## src/core/twh_pkg.sv

```systemverilog
`default_nettype none
package twh_pkg;

  // Host command codes and reader/writer response code.
  localparam logic [7:0] CMD_QUERY      = 8'h28;
  localparam logic [7:0] CMD_ANSWER_OK  = 8'hf8;
  localparam logic [7:0] CMD_ANSWER_ERR = 8'he8;
  localparam logic [7:0] RF_WRITE_RESP  = 8'h09;

  // Serial status codes returned to the host.
  localparam logic [7:0] STATUS_OK      = 8'h00;
  localparam logic [7:0] STATUS_BUSY    = 8'h01;

  // Status flag bytes and status words sent to the reader/writer.
  localparam logic [7:0] FLAG1_OK       = 8'h00;
  localparam logic [7:0] FLAG2_OK       = 8'h00;
  localparam logic [7:0] FLAG1_ERR      = 8'h01;
  localparam logic [7:0] FLAG2_ERR      = 8'h01;
  localparam logic [7:0] SW1_OK         = 8'h90;
  localparam logic [7:0] SW2_OK         = 8'h00;
  localparam logic [7:0] SW1_ERR        = 8'h6f;
  localparam logic [7:0] SW2_ERR        = 8'h00;

  // Frame sizes in bytes.
  localparam int         ID_BYTES       = 8;
  localparam logic [8:0] QUERY_HDR      = 9'h004;
  localparam logic [3:0] JIS_RESP_LEN   = 4'hb;
  localparam logic [3:0] TYPEB_RESP_LEN = 4'h2;

  // Answer-wait time and its cycle count at the core clock.
  localparam int         CLK_HZ         = 20_000_000;
  localparam int         ANSWER_WAIT_MS = 100;
  localparam int         AWT_CYCLES     = ANSWER_WAIT_MS * (CLK_HZ / 1000);

  typedef enum logic [2:0] {
    ST_IDLE,
    ST_RF_RX,
    ST_WAIT_QUERY,
    ST_SEND_QUERY,
    ST_ANSWER_WAIT,
    ST_RF_RESP
  } twh_state_t;

  typedef enum logic [1:0] {
    REP_BUSY,
    REP_STATUS,
    REP_QUERY
  } twh_reply_t;

endpackage
`default_nettype wire

```

## src/core/twh_sync2.sv

```systemverilog
`default_nettype none
module twh_sync2 (
  // Clock and control
  input  wire logic mclk,
  input  wire logic rst,
  input  wire logic ce,
  // Level crossing
  input  wire logic din,
  output logic      dout
);

  logic stage1;

  always_ff @(posedge mclk)
  begin
    if (rst)
    begin
      stage1 <= 1'b0;
      dout   <= 1'b0;
    end
    else if (ce)
    begin
      stage1 <= din;
      dout   <= stage1;
    end
  end

endmodule
`default_nettype wire

```

## src/core/twh_awt_timer.sv

```systemverilog
`default_nettype none
module twh_awt_timer #(
  parameter int COUNT = 2_000_000
) (
  // Clock and control
  input  wire logic mclk,
  input  wire logic rst,
  input  wire logic ce,
  // Timer control
  input  wire logic run,
  input  wire logic restart,
  output logic      expired
);

  localparam int W = $clog2(COUNT + 1);

  logic [W-1:0] count;

  // The count reloads whenever the timer is idle or restarted.
  always_ff @(posedge mclk)
  begin
    if (rst)
      count <= W'(COUNT - 1);
    else if (ce)
    begin
      if (!run || restart)
        count <= W'(COUNT - 1);
      else if (count != '0)
        count <= count - W'(1);
    end
  end

  assign expired = run && !restart && (count == '0);

endmodule
`default_nettype wire

```

## src/core/twh_core.sv

```systemverilog
// Functional notes
// - QUERY reply: status, start address high then low, length n, n bytes.
// - ANSWER is answered with exactly one status byte.
// - RF write response: 0x09, 8-byte id, two flags; Type B only SW1 SW2.
// - During an operation-mode command no further command is processed.
// - Exclusive window runs from command start to end of its response.
// - Tunnel window runs from RF command start to end of RF response.
// - Address-matched host commands get BUSY during exclusive control.
// - Unimplemented host command codes get BUSY.
// - Serial processing: BUSY to host, silence to reader/writer commands.
// - Host command during RF reception: BUSY first, interrupt afterwards.
// - After the interrupt every host command except QUERY gets BUSY.
// - Carrier loss returns any tunnel state to idle.
// - In answer wait each BUSY reply restarts the answer-wait timer.
// - BUSY replies faster than the wait time prevent timeout.
// - ANSWER ends the answer-wait state.
`default_nettype none
module twh_core #(
  parameter int AWT_COUNT = twh_pkg::AWT_CYCLES,
  parameter int MEM_DEPTH = 256
) (
  // Clock, reset, enable
  input  wire logic        mclk,
  input  wire logic        rst,
  input  wire logic        ce,
  // Host command bytes from the serial slave
  input  wire logic        host_cmd_valid,
  input  wire logic [7:0]  host_cmd_code,
  input  wire logic        host_addr_match,
  input  wire logic        host_code_known,
  input  wire logic        serial_busy,
  output logic             host_cmd_fwd,
  // Host reply bytes to the serial slave
  output logic             host_tx_valid,
  output logic [7:0]       host_tx_data,
  output logic             host_tx_last,
  input  wire logic        host_tx_ready,
  output logic             host_interrupt_out_n,
  // Reader/writer tunnel write command
  input  wire logic        rf_carrier,
  input  wire logic        rf_cmd_start,
  input  wire logic        rf_type_b,
  input  wire logic [15:0] rf_wr_addr,
  input  wire logic [7:0]  rf_wr_len,
  input  wire logic        rf_data_valid,
  input  wire logic [7:0]  rf_data,
  input  wire logic        rf_cmd_done,
  input  wire logic [63:0] card_id,
  // Reader/writer response bytes
  output logic             rf_tx_valid,
  output logic [7:0]       rf_tx_data,
  output logic             rf_tx_last,
  input  wire logic        rf_tx_ready,
  // Status
  output logic             excl_active
);

  localparam int AW = $clog2(MEM_DEPTH);

  twh_pkg::twh_state_t state;
  twh_pkg::twh_reply_t h_kind;
  twh_pkg::twh_reply_t h_kind_new;
  twh_pkg::twh_reply_t kind_sel;

  logic [7:0]    mem [MEM_DEPTH];
  logic [AW-1:0] wptr;
  logic [15:0]   addr_r;
  logic [7:0]    len_r;
  logic          type_b_r;
  logic          done_seen;
  logic          ans_ok;
  logic          ok_sel;
  logic          carrier_q;
  logic          hcmd;
  logic          h_start;
  logic          fwd;
  logic [8:0]    h_idx;
  logic [8:0]    h_sel;
  logic [8:0]    h_total;
  logic [7:0]    h_byte;
  logic [3:0]    r_idx;
  logic [3:0]    r_sel;
  logic [3:0]    r_total;
  logic [7:0]    r_byte;
  logic          r_start;
  logic          is_answer;
  logic          go_irq;
  logic          lost;
  logic          awt_restart;
  logic          awt_expired;

  twh_sync2 u_carrier_sync (
    .mclk (mclk),
    .rst  (rst),
    .ce   (ce),
    .din  (rf_carrier),
    .dout (carrier_q)
  );

  twh_awt_timer #(
    .COUNT (AWT_COUNT)
  ) u_awt (
    .mclk    (mclk),
    .rst     (rst),
    .ce      (ce),
    .run     (state == twh_pkg::ST_ANSWER_WAIT),
    .restart (awt_restart),
    .expired (awt_expired)
  );

  // A host command is handled only when the reply channel is free.
  assign hcmd = ce && host_cmd_valid && host_addr_match && !host_tx_valid;
  assign is_answer = (host_cmd_code == twh_pkg::CMD_ANSWER_OK) ||
                     (host_cmd_code == twh_pkg::CMD_ANSWER_ERR);
  assign lost = ce && !carrier_q && (state != twh_pkg::ST_IDLE);
  assign r_start = hcmd && is_answer && (state == twh_pkg::ST_ANSWER_WAIT);
  assign awt_restart = hcmd && !is_answer &&
                       (state == twh_pkg::ST_ANSWER_WAIT);
  // The interrupt waits until any BUSY reply in flight has left.
  assign go_irq = ce && (state == twh_pkg::ST_RF_RX) && carrier_q &&
                  (rf_cmd_done || done_seen) && !hcmd &&
                  !host_tx_valid;

  // Reply selection for an accepted host command.
  always_comb
  begin
    h_start    = 1'b0;
    fwd        = 1'b0;
    h_kind_new = twh_pkg::REP_BUSY;
    if (hcmd)
    begin
      h_start = 1'b1;
      unique case (state)
        twh_pkg::ST_IDLE:
        begin
          if (!serial_busy && host_code_known)
          begin
            h_start = 1'b0;
            fwd     = 1'b1;
          end
        end
        twh_pkg::ST_WAIT_QUERY:
          if (host_cmd_code == twh_pkg::CMD_QUERY)
            h_kind_new = twh_pkg::REP_QUERY;
        twh_pkg::ST_SEND_QUERY:
          h_start = 1'b0;
        twh_pkg::ST_ANSWER_WAIT:
          if (is_answer)
            h_kind_new = twh_pkg::REP_STATUS;
        twh_pkg::ST_RF_RX,
        twh_pkg::ST_RF_RESP:
          h_kind_new = twh_pkg::REP_BUSY;
      endcase
    end
  end

  // Host reply byte for the slot about to be presented.
  always_comb
  begin
    kind_sel = h_start ? h_kind_new : h_kind;
    h_sel    = h_start ? 9'h000 : h_idx + 9'h001;
    h_total  = (kind_sel == twh_pkg::REP_QUERY) ?
               twh_pkg::QUERY_HDR + {1'b0, len_r} : 9'h001;
    h_byte   = twh_pkg::STATUS_BUSY;
    unique case (kind_sel)
      twh_pkg::REP_BUSY:
        h_byte = twh_pkg::STATUS_BUSY;
      twh_pkg::REP_STATUS:
        h_byte = twh_pkg::STATUS_OK;
      twh_pkg::REP_QUERY:
      begin
        unique case (h_sel)
          9'h000:  h_byte = twh_pkg::STATUS_OK;
          9'h001:  h_byte = addr_r[15:8];
          9'h002:  h_byte = addr_r[7:0];
          9'h003:  h_byte = len_r;
          default: h_byte = mem[AW'(h_sel - twh_pkg::QUERY_HDR)];
        endcase
      end
    endcase
  end

  // Host reply transmitter.
  always_ff @(posedge mclk)
  begin
    if (rst)
    begin
      host_tx_valid <= 1'b0;
      host_tx_data  <= 8'h00;
      host_tx_last  <= 1'b0;
      h_idx         <= 9'h000;
      h_kind        <= twh_pkg::REP_BUSY;
    end
    else if (ce)
    begin
      if (h_start)
      begin
        host_tx_valid <= 1'b1;
        host_tx_data  <= h_byte;
        host_tx_last  <= (h_total == 9'h001);
        h_idx         <= 9'h000;
        h_kind        <= h_kind_new;
      end
      else if (host_tx_valid && host_tx_ready)
      begin
        if (host_tx_last)
        begin
          host_tx_valid <= 1'b0;
          host_tx_last  <= 1'b0;
        end
        else
        begin
          host_tx_data <= h_byte;
          host_tx_last <= (h_idx + 9'h002 == h_total);
          h_idx        <= h_idx + 9'h001;
        end
      end
    end
  end

  // Reader/writer response byte.
  always_comb
  begin
    r_sel   = r_start ? 4'h0 : r_idx + 4'h1;
    r_total = type_b_r ? twh_pkg::TYPEB_RESP_LEN : twh_pkg::JIS_RESP_LEN;
    r_byte  = twh_pkg::RF_WRITE_RESP;
    // The first byte goes out before the outcome register is loaded.
    ok_sel  = r_start ? (host_cmd_code == twh_pkg::CMD_ANSWER_OK) : ans_ok;
    if (type_b_r)
      r_byte = (r_sel == 4'h0) ?
               (ok_sel ? twh_pkg::SW1_OK : twh_pkg::SW1_ERR) :
               (ok_sel ? twh_pkg::SW2_OK : twh_pkg::SW2_ERR);
    else if (r_sel == 4'h0)
      r_byte = twh_pkg::RF_WRITE_RESP;
    else if (r_sel <= 4'(twh_pkg::ID_BYTES))
      r_byte = card_id[8 * (twh_pkg::ID_BYTES - int'(r_sel)) +: 8];
    else if (r_sel == 4'h9)
      r_byte = ok_sel ? twh_pkg::FLAG1_OK : twh_pkg::FLAG1_ERR;
    else
      r_byte = ok_sel ? twh_pkg::FLAG2_OK : twh_pkg::FLAG2_ERR;
  end

  // Reader/writer response transmitter; carrier loss aborts it.
  always_ff @(posedge mclk)
  begin
    if (rst)
    begin
      rf_tx_valid <= 1'b0;
      rf_tx_data  <= 8'h00;
      rf_tx_last  <= 1'b0;
      r_idx       <= 4'h0;
    end
    else if (ce)
    begin
      if (lost)
      begin
        rf_tx_valid <= 1'b0;
        rf_tx_last  <= 1'b0;
      end
      else if (r_start)
      begin
        rf_tx_valid <= 1'b1;
        rf_tx_data  <= r_byte;
        rf_tx_last  <= 1'b0;
        r_idx       <= 4'h0;
      end
      else if (rf_tx_valid && rf_tx_ready)
      begin
        if (rf_tx_last)
        begin
          rf_tx_valid <= 1'b0;
          rf_tx_last  <= 1'b0;
        end
        else
        begin
          rf_tx_data <= r_byte;
          rf_tx_last <= (r_idx + 4'h2 == r_total);
          r_idx      <= r_idx + 4'h1;
        end
      end
    end
  end

  // Tunnel sequence.
  always_ff @(posedge mclk)
  begin
    if (rst)
      state <= twh_pkg::ST_IDLE;
    else if (lost)
      state <= twh_pkg::ST_IDLE;
    else if (ce)
    begin
      unique case (state)
        twh_pkg::ST_IDLE:
          if (rf_cmd_start && carrier_q && !serial_busy)
            state <= twh_pkg::ST_RF_RX;
        twh_pkg::ST_RF_RX:
          if (go_irq)
            state <= twh_pkg::ST_WAIT_QUERY;
        twh_pkg::ST_WAIT_QUERY:
          if (h_start && h_kind_new == twh_pkg::REP_QUERY)
            state <= twh_pkg::ST_SEND_QUERY;
        twh_pkg::ST_SEND_QUERY:
          if (host_tx_valid && host_tx_ready && host_tx_last)
            state <= twh_pkg::ST_ANSWER_WAIT;
        twh_pkg::ST_ANSWER_WAIT:
          if (r_start)
            state <= twh_pkg::ST_RF_RESP;
          else if (awt_expired)
            state <= twh_pkg::ST_IDLE;
        twh_pkg::ST_RF_RESP:
          if (rf_tx_valid && rf_tx_ready && rf_tx_last)
            state <= twh_pkg::ST_IDLE;
      endcase
    end
  end

  // Payload capture, outcome and control flags.
  always_ff @(posedge mclk)
  begin
    if (ce && state == twh_pkg::ST_RF_RX && rf_data_valid)
      mem[wptr] <= rf_data;
  end

  always_ff @(posedge mclk)
  begin
    if (rst)
    begin
      wptr      <= '0;
      addr_r    <= 16'h0000;
      len_r     <= 8'h00;
      type_b_r  <= 1'b0;
      done_seen <= 1'b0;
      ans_ok    <= 1'b0;
    end
    else if (ce)
    begin
      if (state == twh_pkg::ST_IDLE && rf_cmd_start)
      begin
        wptr      <= '0;
        addr_r    <= rf_wr_addr;
        len_r     <= rf_wr_len;
        type_b_r  <= rf_type_b;
        done_seen <= 1'b0;
      end
      else if (state == twh_pkg::ST_RF_RX)
      begin
        if (rf_data_valid)
          wptr <= wptr + AW'(1);
        if (rf_cmd_done)
          done_seen <= 1'b1;
      end
      if (r_start)
        ans_ok <= (host_cmd_code == twh_pkg::CMD_ANSWER_OK);
    end
  end

  always_ff @(posedge mclk)
  begin
    if (rst)
    begin
      host_interrupt_out_n <= 1'b1;
      host_cmd_fwd         <= 1'b0;
      excl_active          <= 1'b0;
    end
    else if (ce)
    begin
      if (lost || (h_start && h_kind_new == twh_pkg::REP_QUERY))
        host_interrupt_out_n <= 1'b1;
      else if (go_irq)
        host_interrupt_out_n <= 1'b0;
      host_cmd_fwd <= fwd;
      excl_active  <= serial_busy || (state != twh_pkg::ST_IDLE) ||
                      (rf_cmd_start && carrier_q);
    end
  end
endmodule
`default_nettype wire

```

## config.mk

```make
export PLATFORM = sky130hd
export DESIGN_NAME = twh_core
export DESIGN_NICKNAME = d
export VERILOG_FILES = /design/src/core/twh_pkg.sv /design/src/core/twh_sync2.sv /design/src/core/twh_awt_timer.sv /design/src/core/twh_core.sv
export SDC_FILE = /design/constraint.sdc
export NUM_CORES = 2
export LEC_CHECK = 0
export BUFFER_PORTS_ARGS = -buffer_cell sky130_fd_sc_hd__buf_4
export CAP_MARGIN = 10
export CORE_ASPECT_RATIO = 1.75
export CORE_MARGIN = 2
export CORE_UTILIZATION = 41
export CTS_CLUSTER_SIZE = 28
export DETAILED_ROUTE_END_ITERATION = 16
export PLACE_DENSITY = 0.66
export SLEW_MARGIN = 10
export SYNTH_ARGS = -nofsm -noshare
export SYNTH_HDL_FRONTEND = slang
export SYNTH_HIERARCHICAL = 1
export SYNTH_SLANG_ARGS = --single-unit
```

## constraint.sdc

```tcl
create_clock -name mclk -period 11.3 [get_ports mclk]
set_clock_uncertainty 0.1 [all_clocks]
set_input_delay 2.26 -clock mclk [delete_from_list [all_inputs] [get_ports mclk]]
set_output_delay 2.26 -clock mclk [all_outputs]
set_load 0.01 [all_outputs]
```

After elaboration in Yosys (flattened, before gate mapping)

Memory sizes are Yosys's and may differ from the RTL's.
Index checks and enable logic that the tools add are counted.
W data, S select, Z words.

Register bits: 99
Bits in writable memories: 2048
Input bits: 118
Output and inout bits: 23
Logic and storage cells: 199
Memories: 1

Memories:

| name | words | width | read ports | clocked after Yosys merged registers in | write ports | RTL line       | RTL |
|---|---|---|---|---|---|---|---|
| mem  | 256   | 8     | 1          | 0                                       | 1           | twh_core.sv:65 | `logic [7:0] mem [MEM_DEPTH];` |

Add/subtract/negate cells: 9
$lt $le $gt $ge: 1
Eq/ne operators: 25
Shift operators: 1
Muxes and demuxes: 70
Bitwise operators: 1
Reductions and logical operators: 69

Operators with widths:

| cell                    | number |
|---|---|
| $mux W8                 | 14 |
| $shiftx A64 B8 Y8       | 1 |
| $mux W9                 | 5 |
| $mux W21                | 2 |
| $pmux W8 S4             | 1 |
| $mux W1                 | 29 |
| $logic_and A1 B1 Y1     | 26 |
| $pmux W8 S3             | 1 |
| $logic_not A21 Y1       | 1 |
| $mux W3                 | 7 |
| $reduce_bool A21 Y1     | 1 |
| $sub A21 B1 Y21 const B | 1 |
| $mux W4                 | 5 |
| $eq A9 B1 Y1 const B    | 2 |
| $eq A9 B2 Y1 const B    | 2 |
| $pmux W3 S6             | 1 |
| $eq A8 B8 Y1 const B    | 2 |
| $reduce_bool A2 Y1      | 8 |
| $reduce_and A3 Y1       | 5 |
| $ne A2 B2 Y1 const B    | 5 |
| $reduce_and A2 Y1       | 5 |
| $add A3 B8 Y9 const A   | 1 |
| $add A9 B1 Y9 const B   | 1 |
| $add A9 B2 Y9 const B   | 1 |
| other kinds (30)        | 49 |

Longest topological paths before layout

Word-level depth: 14
Depth in mapped cells: 22
Gate-level depth less buffers: 14

Modules after synthesis

Netlist, hierarchy kept.

Modules (own cells, without submodules):

| module        | times used | cells an instance | area an instance (µm²) | seq. area each (µm²) |
|---|---|---|---|---|
| twh_core      | 1          | 5756              | 86118.8                | 63020.4 |
| twh_awt_timer | 1          | 131               | 1132.3                 | 420.4 |
| twh_sync2     | 1          | 6                 | 67.6                   | 40.0 |

Worst setup path after synthesis

No wires, ideal clock.

Kind: input to register
Start point: input port host_code_known
End point: register host_tx_data[4]
Setup time: 0.130 ns
Arrival time: 5.892 ns
Data required time: 11.070 ns
Path slack: 5.178 ns
Cell stages on the path: 19
Path buffers: 10
Cells stage by stage: nor2b_1 -> a211o_1 -> buf_4 -> buf_4 -> buf_4 -> buf_4 -> buf_2 -> buf_2 -> nand2_1 -> ha_1 -> clkbuf_1 -> clkbuf_1 -> clkbuf_1 -> clkbuf_1 -> o311ai_0 -> o211ai_1 -> a21oi_1 -> a221oi_1 -> a211oi_2

Cells in the longest elaborated chain, start to end: 12
Elaborated cells between the ends (all ways): 23
Those cells by class: add/sub: 1; eq/ne: 6; mux: 10; reduce/logical: 5; memory: 1

Ends and longest elaborated chain:

| item                    | RTL line        | RTL |
|---|---|---|
| start: declaration      | twh_core.sv:30  | `input wire logic host_code_known,` |
| $logic_and A1 B1 Y1 (*) | twh_core.sv:136 | `if (!serial_busy && host_code_known)` |
| $mux W1 (*)             | twh_core.sv:136 |  |
| $pmux W1 S2 (*)         | twh_core.sv:133 | `unique case (state)` |
| $mux W1 (*)             | twh_core.sv:130 | `if (hcmd)` |
| $mux W9                 | twh_core.sv:161 | `h_sel = h_start ? 9'h000 : h_idx + 9'h001;` |
| $sub A8 B3 Y8           | twh_core.sv:177 | `default: h_byte = mem[AW'(h_sel - twh_pkg::QUERY_HDR)];` |
| $mem_v2 Z256 W8         | --              |  |
| $pmux W8 S4             | twh_core.sv:172 | `unique case (h_sel)` |
| $pmux W8 S3             | twh_core.sv:165 | `unique case (kind_sel)` |
| $mux W8                 | twh_core.sv:206 | `if (host_tx_last)` |
| $mux W8                 | twh_core.sv:204 | `else if (host_tx_valid && host_tx_ready)` |
| $mux W8                 | twh_core.sv:196 | `if (h_start)` |
| end signal: assignment  | twh_core.sv:199 | `host_tx_data <= h_byte;` |
| end signal: assignment  | twh_core.sv:213 | `host_tx_data <= h_byte;` |
| end: declaration        | twh_core.sv:35  | `output logic [7:0] host_tx_data,` |

Every way passes the cells marked *; elsewhere a longest branch is shown, timed or not. The select of a mux whose other input is x is not followed.
A chain may end at the register's enable or synchronous reset.

Worst setup path after layout

Start point: input port ce
End point: register host_tx_data[0]

Cells in the longest elaborated chain, start to end: 12
Elaborated cells between the ends (all ways): 24
Those cells by class: add/sub: 1; eq/ne: 6; mux: 9; reduce/logical: 7; memory: 1

Ends and longest elaborated chain:

| item                              | RTL line        | RTL |
|---|---|---|
| start: declaration                | twh_core.sv:25  | `input wire logic ce,` |
| $logic_and A1 B1 Y1 (3 in series) | twh_core.sv:112 | `assign hcmd = ce && host_cmd_valid && host_addr_match && !host_tx_valid;` |
| $mux W1                           | twh_core.sv:130 |  |
| $mux W9                           | twh_core.sv:161 |  |
| $sub A8 B3 Y8                     | twh_core.sv:177 |  |
| $mem_v2 Z256 W8                   | --              |  |
| $pmux W8 S4                       | twh_core.sv:172 |  |
| $pmux W8 S3                       | twh_core.sv:165 |  |
| $mux W8                           | twh_core.sv:206 |  |
| $mux W8                           | twh_core.sv:204 |  |
| $mux W8                           | twh_core.sv:196 |  |

Parallel ways exist; a longest one is shown, timed or not. The select of a mux whose other input is x is not followed.

==> impl_metrics.toml <==
[synth]
syn-cell-area_um2 = 87300
synth_top_family_by_area = "compound AO/OA/AOI/OAI gates"
synth-seq-area-share_pct = 72.7
synth_mux_area_share_pct = 4.72
synth_compound_area_share_pct = 12.6
synthFlopType = "edfxtp_1"
synthSimpleGateAreaFrac_pct = 6.69
synthAdderAreaFrac_pct = 0.215
synth-edff-count = 2048
async_flop_share_pct = 0
synth.net_count = 6026
synth_seq_cells = 2147
ys_types = 106
ys.warnings.count = 6
syn-instance-count = 5893
syn_avg_cell_area_um2 = 14.8
synthXorXnorAreaFrac_pct = 0.447

[timing]
finalCriticalPeriod_ns = 7.29
hold_violations = 0
slew_headroom_pct = -2.44
maxSlewViolCount = 35
tns_ns = 0
max_freq_mhz = 137
rsz0062_at_grt = "false"
setup_viol = 0
post-route-period-util_pct = 64.5
worstMarginPinSlew_ns = 1.54

[route]
vias_per_cell = 6.68
drt-initial-drc-count = 9117
first_pass_iters = 8
routedWlPerCell_um = 35.2
drc_errors = 0
routed_wl_um = 312000
vias = 59202
drtAntennaViolNets = 0

[layout]
fin_nets = 6030
drive_above_1_share_pct = 13.5
n_fill_cell = 18205
syn_to_final_growth_pct = 11.0

[floorplanning]
coreArea_um2 = 212000
ios = 141
die_x_um = 353
num_rows = 224
start_util_pct = 41.2
die_y_um = 614
die_area_um2 = 217000

[cts]
cts_tree = "built"
holdBufCountCts = 0
ctsResizeCount = 0
cts_buffer_depth = 4
numCtsBuffers = 181
cts_sinks = 2147
cts_setup_buffers = 0
root_buffer = "clkbuf_16"
insertion_delay_ns = 0.87
htreeDepth = 4
path_clk_slew_ns = 0.08

[worst_hold_path]
min_from = "addr_r[11]"
min_path_type = "reg2reg"

[worst_setup_path]
cp_max_fo = 43
crit_start = "ce"
start_kind = "input port"
worstPathArrival_ns = 7.98
worstSetupEndpointType = "flip-flop"
path_class = "in2reg"
regToRegStartpoint = "h_idx[0]"
required_ns = 11.99

[grt]
first_global_vias = 57277
grt_max_degree = 157
grtUsageTotal_pct = 27.9
grt-ovfl-total = 0
antenna_found_initial = 13
grt_first_pass_wirelength_um = 435000

[power_and_ir_drop]
ir_drop_mv = 0.178
finalPower_mw = 15.6
power_per_cell_area_nw_per_um2 = 161
p_leak_nw = 29.3

[status]
violations = "slew limit"
outcome = "finished with violations"

[placement]
place_congestion = 0.982
portBuffers = 140
hpwlAfterDp_um = 185000

[flow_run]
max_cap_violations = 0
[metal layers]
metal  global-route usage, %  share of wire [%]  up-vias
met4                    24.4                 10       10
met5                       0              0.022        -
met1                    31.6                 32    29613
met2                    44.8                 47     4706
met3                    5.88                 11     1297
li1                        -                  -    23576
[cell usage after synthesis (all sizes together) (71+ instances only)]
master	count	area share, %
dfxtp	99	2.3
mux2i	177	2.0
clkbuf	191	0.82
o221ai	153	1.5
nand2	242	1.0
nand3	71	0.41
a21oi	222	1.3
buf	265	1.6
edfxtp	2048	70
mux2	147	1.9
nor3	166	0.97
o21ai	238	1.4
o22ai	306	2.2
nor2	550	2.4
[worst paths after layout]
kind,endpoint,slack [ns],depth (start not counted)
max,host_tx_data[0],4.01,14
min,addr_r[11],0.36,2
max reg2reg,host_tx_data[0],4.68,12
min reg2reg,addr_r[11],0.36,2
[area by class of cell]
type	count	area, um2	area share [%]
inverters	38	151	0.156
well taps	2825	3530	3.65
clock buffers	210	4720	4.87
repair buffers	278	2270	2.35
clock inverters	105	831	0.858
multi-input cells	3251	21900	22.6
flip-flops and latches	2147	63500	65.5
diodes	12	30.0	0.0310
[critical path: stages]
cell       delay, ns
buf_4           0.24
nand4b_2        0.33
a211oi_4        0.37
buf_4           0.63
buf_4           0.62
o21ai_0         0.31
nand2_2         0.51
buf_4           0.41
buf_4           0.56
mux2i_1         0.28
mux2i_1         0.12
a2111oi_2       0.58
o22ai_1         0.37
a31oi_1         0.24
[metrics by stage]
step | hold slack [ns] | instances | worst slack (ns) | area (um2) | util, %
after CTS | 0.363 | 8854 | 4.31 | 96900 | 45.6
after floorplan | 0.336 | 5893 | 5.18 | 87300 | -
after global routing | 0.382 | 8858 | 3.99 | 96900 | 45.7
after global placement | 0.348 | 8537 | 3.37 | 91300 | 43.0
after detailed placement | 0.350 | 8539 | 3.43 | 91300 | 43.0
final | 0.364 | 8866 | 4.01 | 96900 | 45.7
[placed cells by master, fill, tap and decap left out, types with 34 or more instances in the layout]
cell type / netlist / routed
edfxtp_1: 2048 / 2048
nor2_1: 545 / 537
o22ai_1: 306 / 306
buf_4: 24 / 259
nand2_1: 240 / 233
o21ai_0: 229 / 227
a21oi_1: 221 / 220
clkbuf_16: 0 / 184
mux2i_1: 177 / 177
nor3_1: 164 / 162
o221ai_1: 153 / 153
mux2_2: 147 / 147
dfxtp_1: 99 / 98
a221oi_1: 70 / 70
nand3_1: 71 / 69
a211oi_1: 68 / 67
a22oi_1: 53 / 53
o211ai_1: 47 / 47
a2111oi_0: 48 / 44
nand2b_1: 45 / 43
a31oi_1: 39 / 39
clkinv_1: 1 / 39
inv_1: 36 / 34
[logic make-up (layout without fill, tap and decap cells)]
logic type                 after synthesis  count (layout)
DFF                                   2147            2147
buffers and inverters                  495             631
and+or+nand+nor                       1274            1274
AOI/OAI and AO/OA                     1564            1564
adders and majority gates               15              15
xor gates and xnor gates                43              43
other                                    0              12
muxes                                  355             355
[power breakdown]
group          total [mW]  leakage (nW)  internal (mW)  switching (mW)
Combinational       0.723          7.38          0.180           0.543
Clock                6.15          2.70           3.25            2.90
Sequential           8.73          19.2           8.71          0.0200
Total                15.6          29.3           12.1            3.46
[state kept, by name, summed over array words and instances (netlist names), 2 cells and up]
register and cells:
addr_r 16, u_awt/count 21, state 3, rf_tx_data 8, mem 2048, wptr 8, h_idx 9, h_kind 2
len_r 8, r_idx 4, host_tx_data 8
(Power assumes the default switching activity.)
